==> src/hw/rtc_cfg.svh <==
// Offsets, field positions, reset values and timing counts of the clock block
`ifndef RTC_CFG_SVH
`define RTC_CFG_SVH

`define RTC_ADDR_W        3
`define RTC_OFS_SECONDS   3'h0
`define RTC_OFS_MINUTES   3'h1
`define RTC_OFS_HOURS     3'h2
`define RTC_OFS_WEEKDAY   3'h3
`define RTC_OFS_MAIN_CTRL 3'h4
`define RTC_OFS_PIC       3'h5
`define RTC_OFS_CSR       3'h6
`define RTC_OFS_FLAG      3'h7

`define MAIN_RUN_BIT      7
`define MAIN_H24_BIT      6
`define MAIN_PM_BIT       5
`define MAIN_SRST_BIT     4
`define PIC_OVF_BIT       5
`define PIC_WEEK_BIT      4
`define PIC_DAY_BIT       3
`define PIC_HOUR_BIT      2
`define PIC_MIN_BIT       1
`define PIC_SEC_BIT       0
`define PIC_MASK          8'h3f
`define CSR_MASK          8'h6f
`define CSR_TOP_BIT       3
`define CSR_OUT_LSB       5
`define WEEKDAY_BUSY_BIT  7
`define WEEKDAY_BAD       3'h7

`define CSR_RESET         8'h08
`define PIC_RESET         6'h00
`define MAIN_RESET        1'b0

`define RTC_TICK_HZ       32768
`define BUSY_TIME_US      62500
`define US_PER_SEC        1000000
`define RTC_BUSY_TICKS    ((`BUSY_TIME_US * `RTC_TICK_HZ) / `US_PER_SEC)

`endif

==> src/hw/rtc_pkg.sv <==
// Types shared by the clock block modules
`default_nettype none
`include "rtc_cfg.svh"
package rtc_pkg;
  typedef logic [7:0] byte_t;
  typedef logic [`RTC_ADDR_W-1:0] addr_t;
  typedef enum logic [1:0] {
    OUT_DIV4,
    OUT_DIV8,
    OUT_DIV16,
    OUT_DIV32
  } clkout_sel_e;
endpackage
`default_nettype wire

==> src/hw/prescale_if.sv <==
// Link between the register logic and the system clock prescaler
`timescale 1ns/1ps
`default_nettype none
interface prescale_if;
  logic [2:0]          src_sel;
  rtc_pkg::clkout_sel_e out_sel;
  logic                src_tick;
  logic                clkout_level;
  modport ctrl (output src_sel, output out_sel, input src_tick, input clkout_level);
  modport div  (input src_sel, input out_sel, output src_tick, output clkout_level);
endinterface
`default_nettype wire

==> src/hw/rtc_prescaler.sv <==
// System clock prescaler: counting ticks and the divided output clock level
`timescale 1ns/1ps
`default_nettype none
module rtc_prescaler (
  input  wire logic core_clk,
  input  wire logic rst,
  input  wire logic ce,
  prescale_if.div   pre
);
  import rtc_pkg::*;

  logic [12:0] div_reg;
  logic [12:0] div_next;
  logic [12:0] mask;

  always_comb begin
    div_next = div_reg + 13'h0001;
    unique case (pre.src_sel)
      3'h0: mask = 13'h0007;
      3'h1: mask = 13'h001f;
      3'h2: mask = 13'h007f;
      3'h3: mask = 13'h00ff;
      3'h4: mask = 13'h01ff;
      3'h5: mask = 13'h07ff;
      3'h6: mask = 13'h0fff;
      3'h7: mask = 13'h1fff;
    endcase
    pre.src_tick = ce && ((div_reg & mask) == mask);
    unique case (pre.out_sel)
      OUT_DIV4:  pre.clkout_level = div_reg[1];
      OUT_DIV8:  pre.clkout_level = div_reg[2];
      OUT_DIV16: pre.clkout_level = div_reg[3];
      OUT_DIV32: pre.clkout_level = div_reg[4];
    endcase
  end

  always_ff @(posedge core_clk) begin
    if (rst) begin
      div_reg <= 13'h0000;
    end else if (ce) begin
      div_reg <= div_next;
    end
  end
endmodule
`default_nettype wire

==> src/hw/rtc_irq_clock_select.sv <==
// Clock block: periodic interrupts, clock source select, free-running counter
//
// How it works
// - Control bit 5 enables counter overflow interrupt.
// - Bits 4..0 enable week/day/hour/minute/second interrupts.
// - Control bits 7 and 6 read zero.
// - Output select 00 gives /4, 01 /8.
// - Divided output only in active or sleep.
// - Source codes 0..7 divide; top bit selects 32k.
// - Non-32k source turns block into 8-bit counter.
// - Run bit starts and stops the counter.
// - Seconds register reads counter in counter mode.
// - Enabled counter overflow sets shared flag.
// - Time registers survive the chip reset.
// - Busy set, about 62.5 ms later update, clear.
// - Enabled events set flag; writing 0 clears.
// - Week interrupt when weekday becomes zero.
// - Day/hour/minute/second interrupts on each advance.
// - Soft reset clears all but source and output select, the flag and its own bit.
// - Weekday codes 0..6; code 7 refused.
//
// The implementer's own choices: the plain strobed port and the placing of the registers.
`timescale 1ns/1ps
`default_nettype none
`include "rtc_cfg.svh"
module rtc_irq_clock_select #(
  parameter int TICKS_PER_SEC = `RTC_TICK_HZ,
  parameter int BUSY_TICKS    = `RTC_BUSY_TICKS
) (
  input  wire logic          core_clk,
  input  wire logic          rst,
  input  wire logic          ce,
  input  wire rtc_pkg::addr_t addr,
  input  wire rtc_pkg::byte_t wdata,
  input  wire logic          wr_en,
  input  wire logic          rd_en,
  output var  rtc_pkg::byte_t rdata,
  input  wire logic          rtc_tick,
  input  wire logic          chip_active,
  input  wire logic          clkout_pin_en,
  output var  logic          clock_output_pin,
  output var  logic          clock_irq_flag,
  output var  logic          update_busy_flag
);
  import rtc_pkg::*;

  localparam int SUB_W = $clog2(TICKS_PER_SEC);
  localparam logic [SUB_W-1:0] SUB_LAST   = SUB_W'(TICKS_PER_SEC - 1);
  localparam logic [SUB_W-1:0] BUSY_START = SUB_W'(TICKS_PER_SEC - BUSY_TICKS);

  if (TICKS_PER_SEC < 4 || BUSY_TICKS < 1 || BUSY_TICKS >= TICKS_PER_SEC) begin : g_bad_params
    $error("Tick counts out of range");
  end

  // Time group: no chip reset here, so time survives it
  logic [5:0] sec_reg;
  logic [5:0] sec_next;
  logic [5:0] min_reg;
  logic [5:0] min_next;
  logic [4:0] hour_reg;
  logic [4:0] hour_next;
  logic [2:0] dow_reg;
  logic [2:0] dow_next;
  logic       pm_reg;
  logic       pm_next;

  // Control group
  logic             run_reg;
  logic             run_next;
  logic             h24_reg;
  logic             h24_next;
  logic             srst_reg;
  logic             srst_next;
  logic [5:0]       pic_reg;
  logic [5:0]       pic_next;
  byte_t            csr_reg;
  byte_t            csr_next;
  byte_t            frc_reg;
  byte_t            frc_next;
  logic [SUB_W-1:0] sub_reg;
  logic [SUB_W-1:0] sub_next;
  logic             busy_reg;
  logic             busy_next;
  logic             flag_reg;
  logic             flag_next;
  byte_t            rdata_reg;
  byte_t            rdata_next;
  logic             clkout_reg;
  logic             clkout_next;

  logic free_mode;
  logic ev_ovf;
  logic ev_sec;
  logic ev_min;
  logic ev_hour;
  logic ev_day;
  logic ev_week;
  logic set_flag;

  prescale_if pre ();

  rtc_prescaler u_prescaler (
    .core_clk (core_clk),
    .rst      (rst),
    .ce       (ce),
    .pre      (pre)
  );

  assign pre.src_sel = csr_reg[2:0];
  assign pre.out_sel = clkout_sel_e'(csr_reg[`CSR_OUT_LSB +: 2]);

  always_comb begin
    sec_next    = sec_reg;
    min_next    = min_reg;
    hour_next   = hour_reg;
    dow_next    = dow_reg;
    pm_next     = pm_reg;
    run_next    = run_reg;
    h24_next    = h24_reg;
    srst_next   = srst_reg;
    pic_next    = pic_reg;
    csr_next    = csr_reg;
    frc_next    = frc_reg;
    sub_next    = sub_reg;
    busy_next   = busy_reg;
    flag_next   = flag_reg;
    rdata_next  = 8'h00;
    ev_ovf      = 1'b0;
    ev_sec      = 1'b0;
    ev_min      = 1'b0;
    ev_hour     = 1'b0;
    ev_day      = 1'b0;
    ev_week     = 1'b0;
    free_mode   = ~csr_reg[`CSR_TOP_BIT];

    if (free_mode) begin
      // Timekeeping stands still while the counter borrows the block
      busy_next = 1'b0;
      sub_next  = '0;
      if (run_reg && pre.src_tick) begin
        frc_next = frc_reg + 8'h01;
        ev_ovf   = (frc_reg == 8'hff);
      end
    end else if (run_reg && rtc_tick) begin
      if (sub_reg == SUB_LAST) begin
        sub_next  = '0;
        busy_next = 1'b0;
        ev_sec    = 1'b1;
        sec_next  = sec_reg + 6'h01;
        if (sec_reg == 6'd59) begin
          sec_next = 6'h00;
          ev_min   = 1'b1;
          min_next = min_reg + 6'h01;
          if (min_reg == 6'd59) begin
            min_next  = 6'h00;
            ev_hour   = 1'b1;
            hour_next = hour_reg + 5'h01;
            if (h24_reg && hour_reg == 5'd23) begin
              hour_next = 5'h00;
              ev_day    = 1'b1;
            end else if (!h24_reg && hour_reg == 5'd11) begin
              hour_next = 5'h00;
              pm_next   = ~pm_reg;
              ev_day    = pm_reg;
            end
            if (ev_day) begin
              dow_next = (dow_reg >= 3'd6) ? 3'h0 : dow_reg + 3'h1;
              ev_week  = (dow_next == 3'h0);
            end
          end
        end
      end else begin
        sub_next = sub_reg + 1'b1;
        if (sub_next == BUSY_START) begin
          busy_next = 1'b1;
        end
      end
    end

    set_flag = (ev_ovf  && pic_reg[`PIC_OVF_BIT])  ||
               (ev_week && pic_reg[`PIC_WEEK_BIT]) ||
               (ev_day  && pic_reg[`PIC_DAY_BIT])  ||
               (ev_hour && pic_reg[`PIC_HOUR_BIT]) ||
               (ev_min  && pic_reg[`PIC_MIN_BIT])  ||
               (ev_sec  && pic_reg[`PIC_SEC_BIT]);

    // Software writes win over the same-cycle advance of a time field
    if (wr_en) begin
      unique case (addr)
        `RTC_OFS_SECONDS: begin
          if (free_mode) begin
            frc_next = wdata;
          end else begin
            sec_next = wdata[5:0];
          end
        end
        `RTC_OFS_MINUTES:   min_next  = wdata[5:0];
        `RTC_OFS_HOURS:     hour_next = wdata[4:0];
        `RTC_OFS_WEEKDAY: begin
          if (wdata[2:0] != `WEEKDAY_BAD) begin
            dow_next = wdata[2:0];
          end
        end
        `RTC_OFS_MAIN_CTRL: begin
          run_next  = wdata[`MAIN_RUN_BIT];
          h24_next  = wdata[`MAIN_H24_BIT];
          pm_next   = wdata[`MAIN_PM_BIT];
          srst_next = wdata[`MAIN_SRST_BIT];
        end
        `RTC_OFS_PIC:       pic_next = wdata[5:0];
        `RTC_OFS_CSR:       csr_next = wdata & `CSR_MASK;
        `RTC_OFS_FLAG: begin
          if (!wdata[0]) begin
            flag_next = 1'b0;
          end
        end
      endcase
    end

    // A new event beats a clear in the same cycle
    if (set_flag) begin
      flag_next = 1'b1;
    end

    if (srst_reg) begin
      sec_next  = 6'h00;
      min_next  = 6'h00;
      hour_next = 5'h00;
      dow_next  = 3'h0;
      pm_next   = 1'b0;
      run_next  = 1'b0;
      h24_next  = 1'b0;
      pic_next  = `PIC_RESET;
      frc_next  = 8'h00;
      sub_next  = '0;
      busy_next = 1'b0;
    end

    if (rd_en) begin
      unique case (addr)
        `RTC_OFS_SECONDS:   rdata_next = free_mode ? frc_reg : {2'b00, sec_reg};
        `RTC_OFS_MINUTES:   rdata_next = {2'b00, min_reg};
        `RTC_OFS_HOURS:     rdata_next = {3'b000, hour_reg};
        `RTC_OFS_WEEKDAY:   rdata_next = {busy_reg, 4'h0, dow_reg};
        `RTC_OFS_MAIN_CTRL: rdata_next = {run_reg, h24_reg, pm_reg, srst_reg, 4'h0};
        `RTC_OFS_PIC:       rdata_next = {2'b00, pic_reg};
        `RTC_OFS_CSR:       rdata_next = csr_reg;
        `RTC_OFS_FLAG:      rdata_next = {7'h00, flag_reg};
      endcase
    end

    // Pin idles low outside active or sleep or when not routed
    clkout_next = clkout_pin_en && chip_active && pre.clkout_level;
  end

  always_ff @(posedge core_clk) begin
    if (ce) begin
      sec_reg  <= sec_next;
      min_reg  <= min_next;
      hour_reg <= hour_next;
      dow_reg  <= dow_next;
      pm_reg   <= pm_next;
    end
  end

  always_ff @(posedge core_clk) begin
    if (rst) begin
      run_reg    <= 1'b0;
      h24_reg    <= 1'b0;
      srst_reg   <= `MAIN_RESET;
      pic_reg    <= `PIC_RESET;
      csr_reg    <= `CSR_RESET;
      frc_reg    <= 8'h00;
      sub_reg    <= '0;
      busy_reg   <= 1'b0;
      flag_reg   <= 1'b0;
      rdata_reg  <= 8'h00;
      clkout_reg <= 1'b0;
    end else if (ce) begin
      run_reg    <= run_next;
      h24_reg    <= h24_next;
      srst_reg   <= srst_next;
      pic_reg    <= pic_next;
      csr_reg    <= csr_next;
      frc_reg    <= frc_next;
      sub_reg    <= sub_next;
      busy_reg   <= busy_next;
      flag_reg   <= flag_next;
      rdata_reg  <= rdata_next;
      clkout_reg <= clkout_next;
    end
  end

  assign rdata            = rdata_reg;
  assign clock_output_pin = clkout_reg;
  assign clock_irq_flag   = flag_reg;
  assign update_busy_flag = busy_reg;
endmodule
`default_nettype wire

==> config.mk <==
export PLATFORM = sky130hd
export DESIGN_NAME = rtc_irq_clock_select
export DESIGN_NICKNAME = d
export VERILOG_FILES = /design/src/hw/rtc_pkg.sv /design/src/hw/prescale_if.sv /design/src/hw/rtc_prescaler.sv /design/src/hw/rtc_irq_clock_select.sv
export VERILOG_INCLUDE_DIRS = /design/src /design/src/hw
export SDC_FILE = /design/constraint.sdc
export NUM_CORES = 1
export LEC_CHECK = 0
export ABC_AREA = 1
export BUFFER_PORTS_ARGS = -buffer_cell sky130_fd_sc_hd__buf_2
export CAP_MARGIN = 40
export CORE_MARGIN = 4
export CORE_UTILIZATION = 25
export DETAILED_ROUTE_END_ITERATION = 8
export PLACE_DENSITY = 0.49
export SLEW_MARGIN = 20
export SYNTH_ARGS = -nofsm -noshare
export SYNTH_HDL_FRONTEND = slang
export SYNTH_SLANG_ARGS = --single-unit
==> constraint.sdc <==
create_clock -name core_clk -period 5.2 [get_ports core_clk]
set_input_delay 0.26 -clock core_clk [delete_from_list [all_inputs] [get_ports core_clk]]
set_output_delay 0.26 -clock core_clk [all_outputs]
set_load 0.02 [all_outputs]
## Yosys cells after proc, flatten, opt, wreduce, memory -nomap -nowiden

Memories as Yosys holds them, arrays and structs flattened. A register that Yosys moved wholly into a read port is not among the register bits.
Cells that the tools add are included.

| word-level totals | value |
|---|---|
| flip-flop bits (word level) | 83 |
| ROM bits | 80 |
| input port bits | 19 |
| output and inout bits | 11 |
| logic and storage cells | 192 |
| memories | 1 |

Memory list:

| memory | depth | bits a word | rd ports | clocked after memory_dff | write ports | RTL line | source |
|---|---|---|---|---|---|---|---|
| (no name shown) | 8 | 10 | 1 | 1 | 0 | rtc_prescaler.sv:18 | `unique case (pre.src_sel)` |

| operators by class | value |
|---|---|
| add/sub/neg operators | 7 |
| order comparisons | 1 |
| eq/ne operators | 22 |
| muxes and demuxes | 108 |
| bitwise operators | 2 |
| reductions and logical operators | 34 |

Operators with widths:

| operator | number |
|---|---|
| $mux W6 | 17 |
| $mux W8 | 8 |
| $pmux W8 S8 | 1 |
| $mux W15 | 4 |
| $mux W1 | 56 |
| $mux W5 | 9 |
| $mux W3 | 12 |
| $eq A15 B15 Y1 const B | 2 |
| $add A15 B1 Y15 const B | 1 |
| $reduce_and A3 Y1 | 5 |
| $add A13 B1 Y13 const B | 1 |
| $and A13 B13 Y13 | 1 |
| $eq A13 B13 Y1 | 1 |
| $logic_and A1 B1 Y1 | 13 |
| $add A6 B1 Y6 const B | 2 |
| $eq A3 B3 Y1 const B | 4 |
| $eq A6 B6 Y1 const B | 2 |
| $reduce_bool A2 Y1 | 5 |
| $add A8 B1 Y8 const B | 1 |
| $eq A8 B8 Y1 const B | 1 |
| $eq A3 B2 Y1 const B | 2 |
| $logic_not A3 Y1 | 2 |
| $add A5 B1 Y5 const B | 1 |
| $eq A5 B4 Y1 const B | 1 |
| 17 further kinds | 22 |

## Depth between registers and ports, before layout

| depth | value |
|---|---|
| depth in word-level cells | 23 |
| mapped depth | 14 |
| mapped depth without buffers | 14 |

## By module

A second synthesis with hierarchy kept.

| second synthesis, totals | value |
|---|---|
| cell total of the unflattened synthesis | 772 |
| area, all modules | 5323.9 sq um |

By module, submodules not included:

| module | times used | cells an instance | area an instance (sq um) |
|---|---|---|---|
| rtc_irq_clock_select | 1 | 659 | 4595.7 |
| rtc_prescaler | 1 | 113 | 728.2 |

## Least setup slack after synthesis

No wires, ideal clock.

| path | value |
|---|---|
| path type | reg-to-reg |
| start point | reg sub_reg[0] |
| end point | reg pm_reg, data pin |
| setup time | 249 ps |
| arrival time | 1651 ps |
| setup slack | 3300 ps |
| stages on the path, launching flop included | 15 |
| path buffers | 0 |
| cells stage by stage | dfxtp_1 ha_1 nand2_2 nor2_4 nand2_4 nor2_8 nand3_4 nor2_8 nand2_4 inv_2 nand2_1 nand2_1 nand3_1 nand2_1 inv_1 |

| between the ends | value |
|---|---|
| longest elaborated chain between the ends | 6 |

RTL lines:

| element | RTL line | source |
|---|---|---|
| start: declaration | rtc_irq_clock_select.sv:80 | `logic [SUB_W-1:0] sub_reg;` |
| start signal: assignment | rtc_irq_clock_select.sv:286 | `sub_reg <= sub_next;` |
| $eq A15 B15 Y1 * | rtc_irq_clock_select.sv:145 | `if (sub_reg == SUB_LAST) begin` |
| $mux W1 * | rtc_irq_clock_select.sv:145 |  |
| $mux W1 * | rtc_irq_clock_select.sv:144 | `end else if (run_reg && rtc_tick) begin` |
| $mux W1 * | rtc_irq_clock_select.sv:136 | `if (free_mode) begin` |
| $mux W1 | rtc_irq_clock_select.sv:189 | `unique case (addr)` |
| $mux W1 * | rtc_irq_clock_select.sv:188 | `if (wr_en) begin` |
| end signal: assignment | rtc_irq_clock_select.sv:262 | `pm_reg <= pm_next;` |
| end: declaration | rtc_irq_clock_select.sv:64 | `logic pm_reg;` |

Every way passes the cells marked *; elsewhere a longest branch is shown, timed or not.
A chain may end at the register's enable or synchronous reset.

## Worst setup path in the final report

| path | value |
|---|---|
| start point | reg csr_reg[3] |
| end point | reg sub_reg[6] |

| between the ends | value |
|---|---|
| longest elaborated chain between the ends | 2 |
| elaborated cells on any way between the ends | 4 |
| those cells by class | eq/ne (1); mux (2); reduce/logical (1) |

RTL lines:

| element | RTL line | source |
|---|---|---|
| start: declaration | rtc_irq_clock_select.sv:76 | `byte_t csr_reg;` |
| start signal: assignment | rtc_irq_clock_select.sv:272 | `` csr_reg <= `CSR_RESET; `` |
| start signal: assignment | rtc_irq_clock_select.sv:284 | `csr_reg <= csr_next;` |
| $ne A3 B2 Y1 (no line) / $mux W15 (equally long branches) | n/a |  |
| $reduce_and A2 Y1 (no line) / $mux W15 (equally long branches) | n/a |  |

Parallel ways exist; a longest one is shown, timed or not.

==> results_dict.tcl <==
set metrics [dict create \
    hold_viol 0 \
    syn-num-nets 864 \
    tightest_slew_ns 0.614 \
    synth-seq-cells 90 \
    hold_depth 3 \
    synthMostInstantiatedCell "nand2_1" \
    drtIter0Drc 483 \
    grtUsageTotal_pct 14.9 \
    portBuffers 29 \
    intPower_uw 1220 \
    ctsResizeCount 0 \
    initial_core_util_pct 25.4 \
    synth_adder_area_share_pct 1.80 \
    yosysUniqueCellTypes 41 \
    dp_hpwl_mm 13.6 \
    synthArstFlopShare_pct 0 \
    largest_reg_flops 15 \
    critPathLaunchType "register" \
    n_fill_cell 2404 \
    placed_cells 1132 \
    crit_type "reg2reg" \
    status "finished, final reports clean" \
    syn_inst 837 \
    row_count 54 \
    post-route-util_pct 29.0 \
    post-cts-setup-buffers 0 \
    final_nets 890 \
    ys_seq_area_share_pct 36.3 \
    clk_latency_ns 0.35 \
    gp_congestion 0.923 \
    p_seq_share_pct 45.7 \
    synth_top_flop_cell "dfxtp_1" \
    design_area_um2 6330 \
    grt_max_degree 49 \
    vias 5581 \
    cp_max_fo 28 \
    leakagePower_uw 0.00260 \
    yosys.area.top_type "dfxtp_1" \
    grt_setup_unrepaired "false" \
    synth_warnings 0 \
    drt_first_pass_iters 5 \
    max-slew-margin-rel_pct 59.0 \
    fin_ws_ns 2.88 \
    grt_overflow 0 \
    end_kind "register" \
    antenna_found_initial 0 \
    synth-compound-area-share_pct 18.2 \
    die_area_um2 24600 \
    setup_tns_ns 0 \
    setup_viol_count_final 0 \
    clkTransAtPathRegs_ns 0.07 \
    synthesis.area_um2 5550 \
    synth_edf_count 21 \
    grt_pass1_vias 5300 \
    area_growth_syn_to_layout_pct 14.1 \
    power_frac_comb_pct 9.5 \
    clkPwrFrac_pct 44.8 \
    cts-root-buf "clkbuf_16" \
    drive_gt1_share_pct 8.99 \
    cts_max_level 3 \
    via_per_inst 4.86 \
    crit_arrival_ns 2.61 \
    maxCapViolCount 0 \
    dieHeight_um 157 \
    fmaxAchievable_mhz 430 \
    dp_worst_setup_slack_ns 2.89 \
    die_x_um 157 \
    holdCritPathClass "in2reg" \
    finalMaxSlewViolations 0 \
    synth_xor_xnor_area_share_pct 1.26 \
    tritoncts "done" \
    swShare_pct 26.9 \
    ir_worst_vdd_uv 134 \
    cts_buffers 9 \
    register_area_um2 2010 \
    avgSynthCellArea_um2 6.63 \
    yosysTopAreaCellShare_pct 24.9 \
    grt_pass1_wl_mm 29.0 \
    wl_per_cell_um 15.5 \
    clock_path_buffers 2 \
    min_period_ns 2.32 \
    cts_sinks 90 \
    cts_hold_repair.buffers 0 \
    io_pins 30 \
    synthTopCellsByCount "200 x nand2_1, 113 x inv_1, 91 x a21oi_1, 89 x nor2_1" \
    clock_skew_ns 0.00973 \
    required_ns 5.48 \
    switchingPower_uw 449 \
    min_period_over_period_pct 44.7 \
    core_um2 21800 \
    diodes 0 \
    drc_errors 0 \
    yosys-top-cells-area "dfxtp_1 25%, nand2_1 14%, edfxtp_1 11%, a21oi_1 8.2%, inv_1 7.6%" \
    muxShareOfSynthArea_pct 0 \
    power.density_nw_per_um2 263 \
    final_cell_count_no_fill 1148 \
    drt_wl_total_mm 17.8 \
    synth_top_family_by_area "simple AND/OR/NAND/NOR gates" \
    multi_input_area_um2 3010 \
    placed_area_um2 6000 \
    synth-simple-area-share_pct 32.9 \
    rr_worst_depth 9 \
    ant_nets 0 \
]
==> area by class of cell <==
cell class | instances | share of cell area (%)
repair buffers | 33 | 2.77
flip-flops and latches | 90 | 31.8
clock inverters | 7 | 1.68
well taps | 280 | 5.53
clock buffers | 9 | 3.56
inverters | 120 | 7.16
multi-input cells | 609 | 47.5
==> critical path: stages (launching register included) <==
cell and delay (ns):
dfxtp_1 0.30, buf_4 0.23, inv_4 0.25, nor2_1 0.09
nand2_1 0.12, nand2_1 0.37, nor2_4 0.42, inv_2 0.11
or2_1 0.23, a21oi_1 0.12
==> routing by layer <==
layer  track usage [%]  part of all wire [%]  vias up
met5                 0                     0        -
met4              4.26                   2.4        0
met3              2.14                   4.0       32
met2              24.7                    46      154
met1              20.4                    47     2573
li1                  -                     -     2822
==> metrics by stage <==
step	power (uW)	hold WS [ns]
floorplan	870	0.372
global route	1740	0.202
CTS	1690	0.165
global placement	937	0.449
detailed placement	935	0.455
finish	1670	0.170
==> worst paths after layout <==
path              start          to  slack [ns]
max reg2reg  csr_reg[3]  sub_reg[6]        2.88
min            wdata[3]  csr_reg[3]        0.17
max          csr_reg[3]  sub_reg[6]        2.88
min reg2reg  pic_reg[0]  pic_reg[0]        0.46
==> layout by cell type, fill, tap and decap left out, drive strengths merged, types with 2 or more instances in the layout <==
cell and instances:
dfxtp 69, nand4 10, nor2 101, o21ai 60, xor2 8, nand3 70
o31ai 3, nor3 18, clkbuf 9, edfxtp 21, o211ai 8, bufinv 2
o2111ai 3, nand3b 2, nand2 204, inv 125, o21a 4, a22oi 7
o22ai 4, ha 8, a21oi 91, buf 33, a31oi 2
==> cells by family (layout without fill, tap and decap cells) <==
logic type | Yosys count | in the layout
compound gates | 185 | 185
flops | 90 | 90
xor+xnor | 8 | 8
fa+ha+maj | 8 | 8
simple gates | 408 | 408
buf+inv | 138 | 169
==> power groups by stage <==
stage                     Combinational [uW]  Sequential (uW)  Clock, uW
final                                    158              762        747
after global routing                     179              765        795
after CTS                                158              762        774
after detailed placement                 157              778          0
after global placement                   158              778          0
after floorplan                         98.3              772          0
Power figures use the tool's default switching activity.
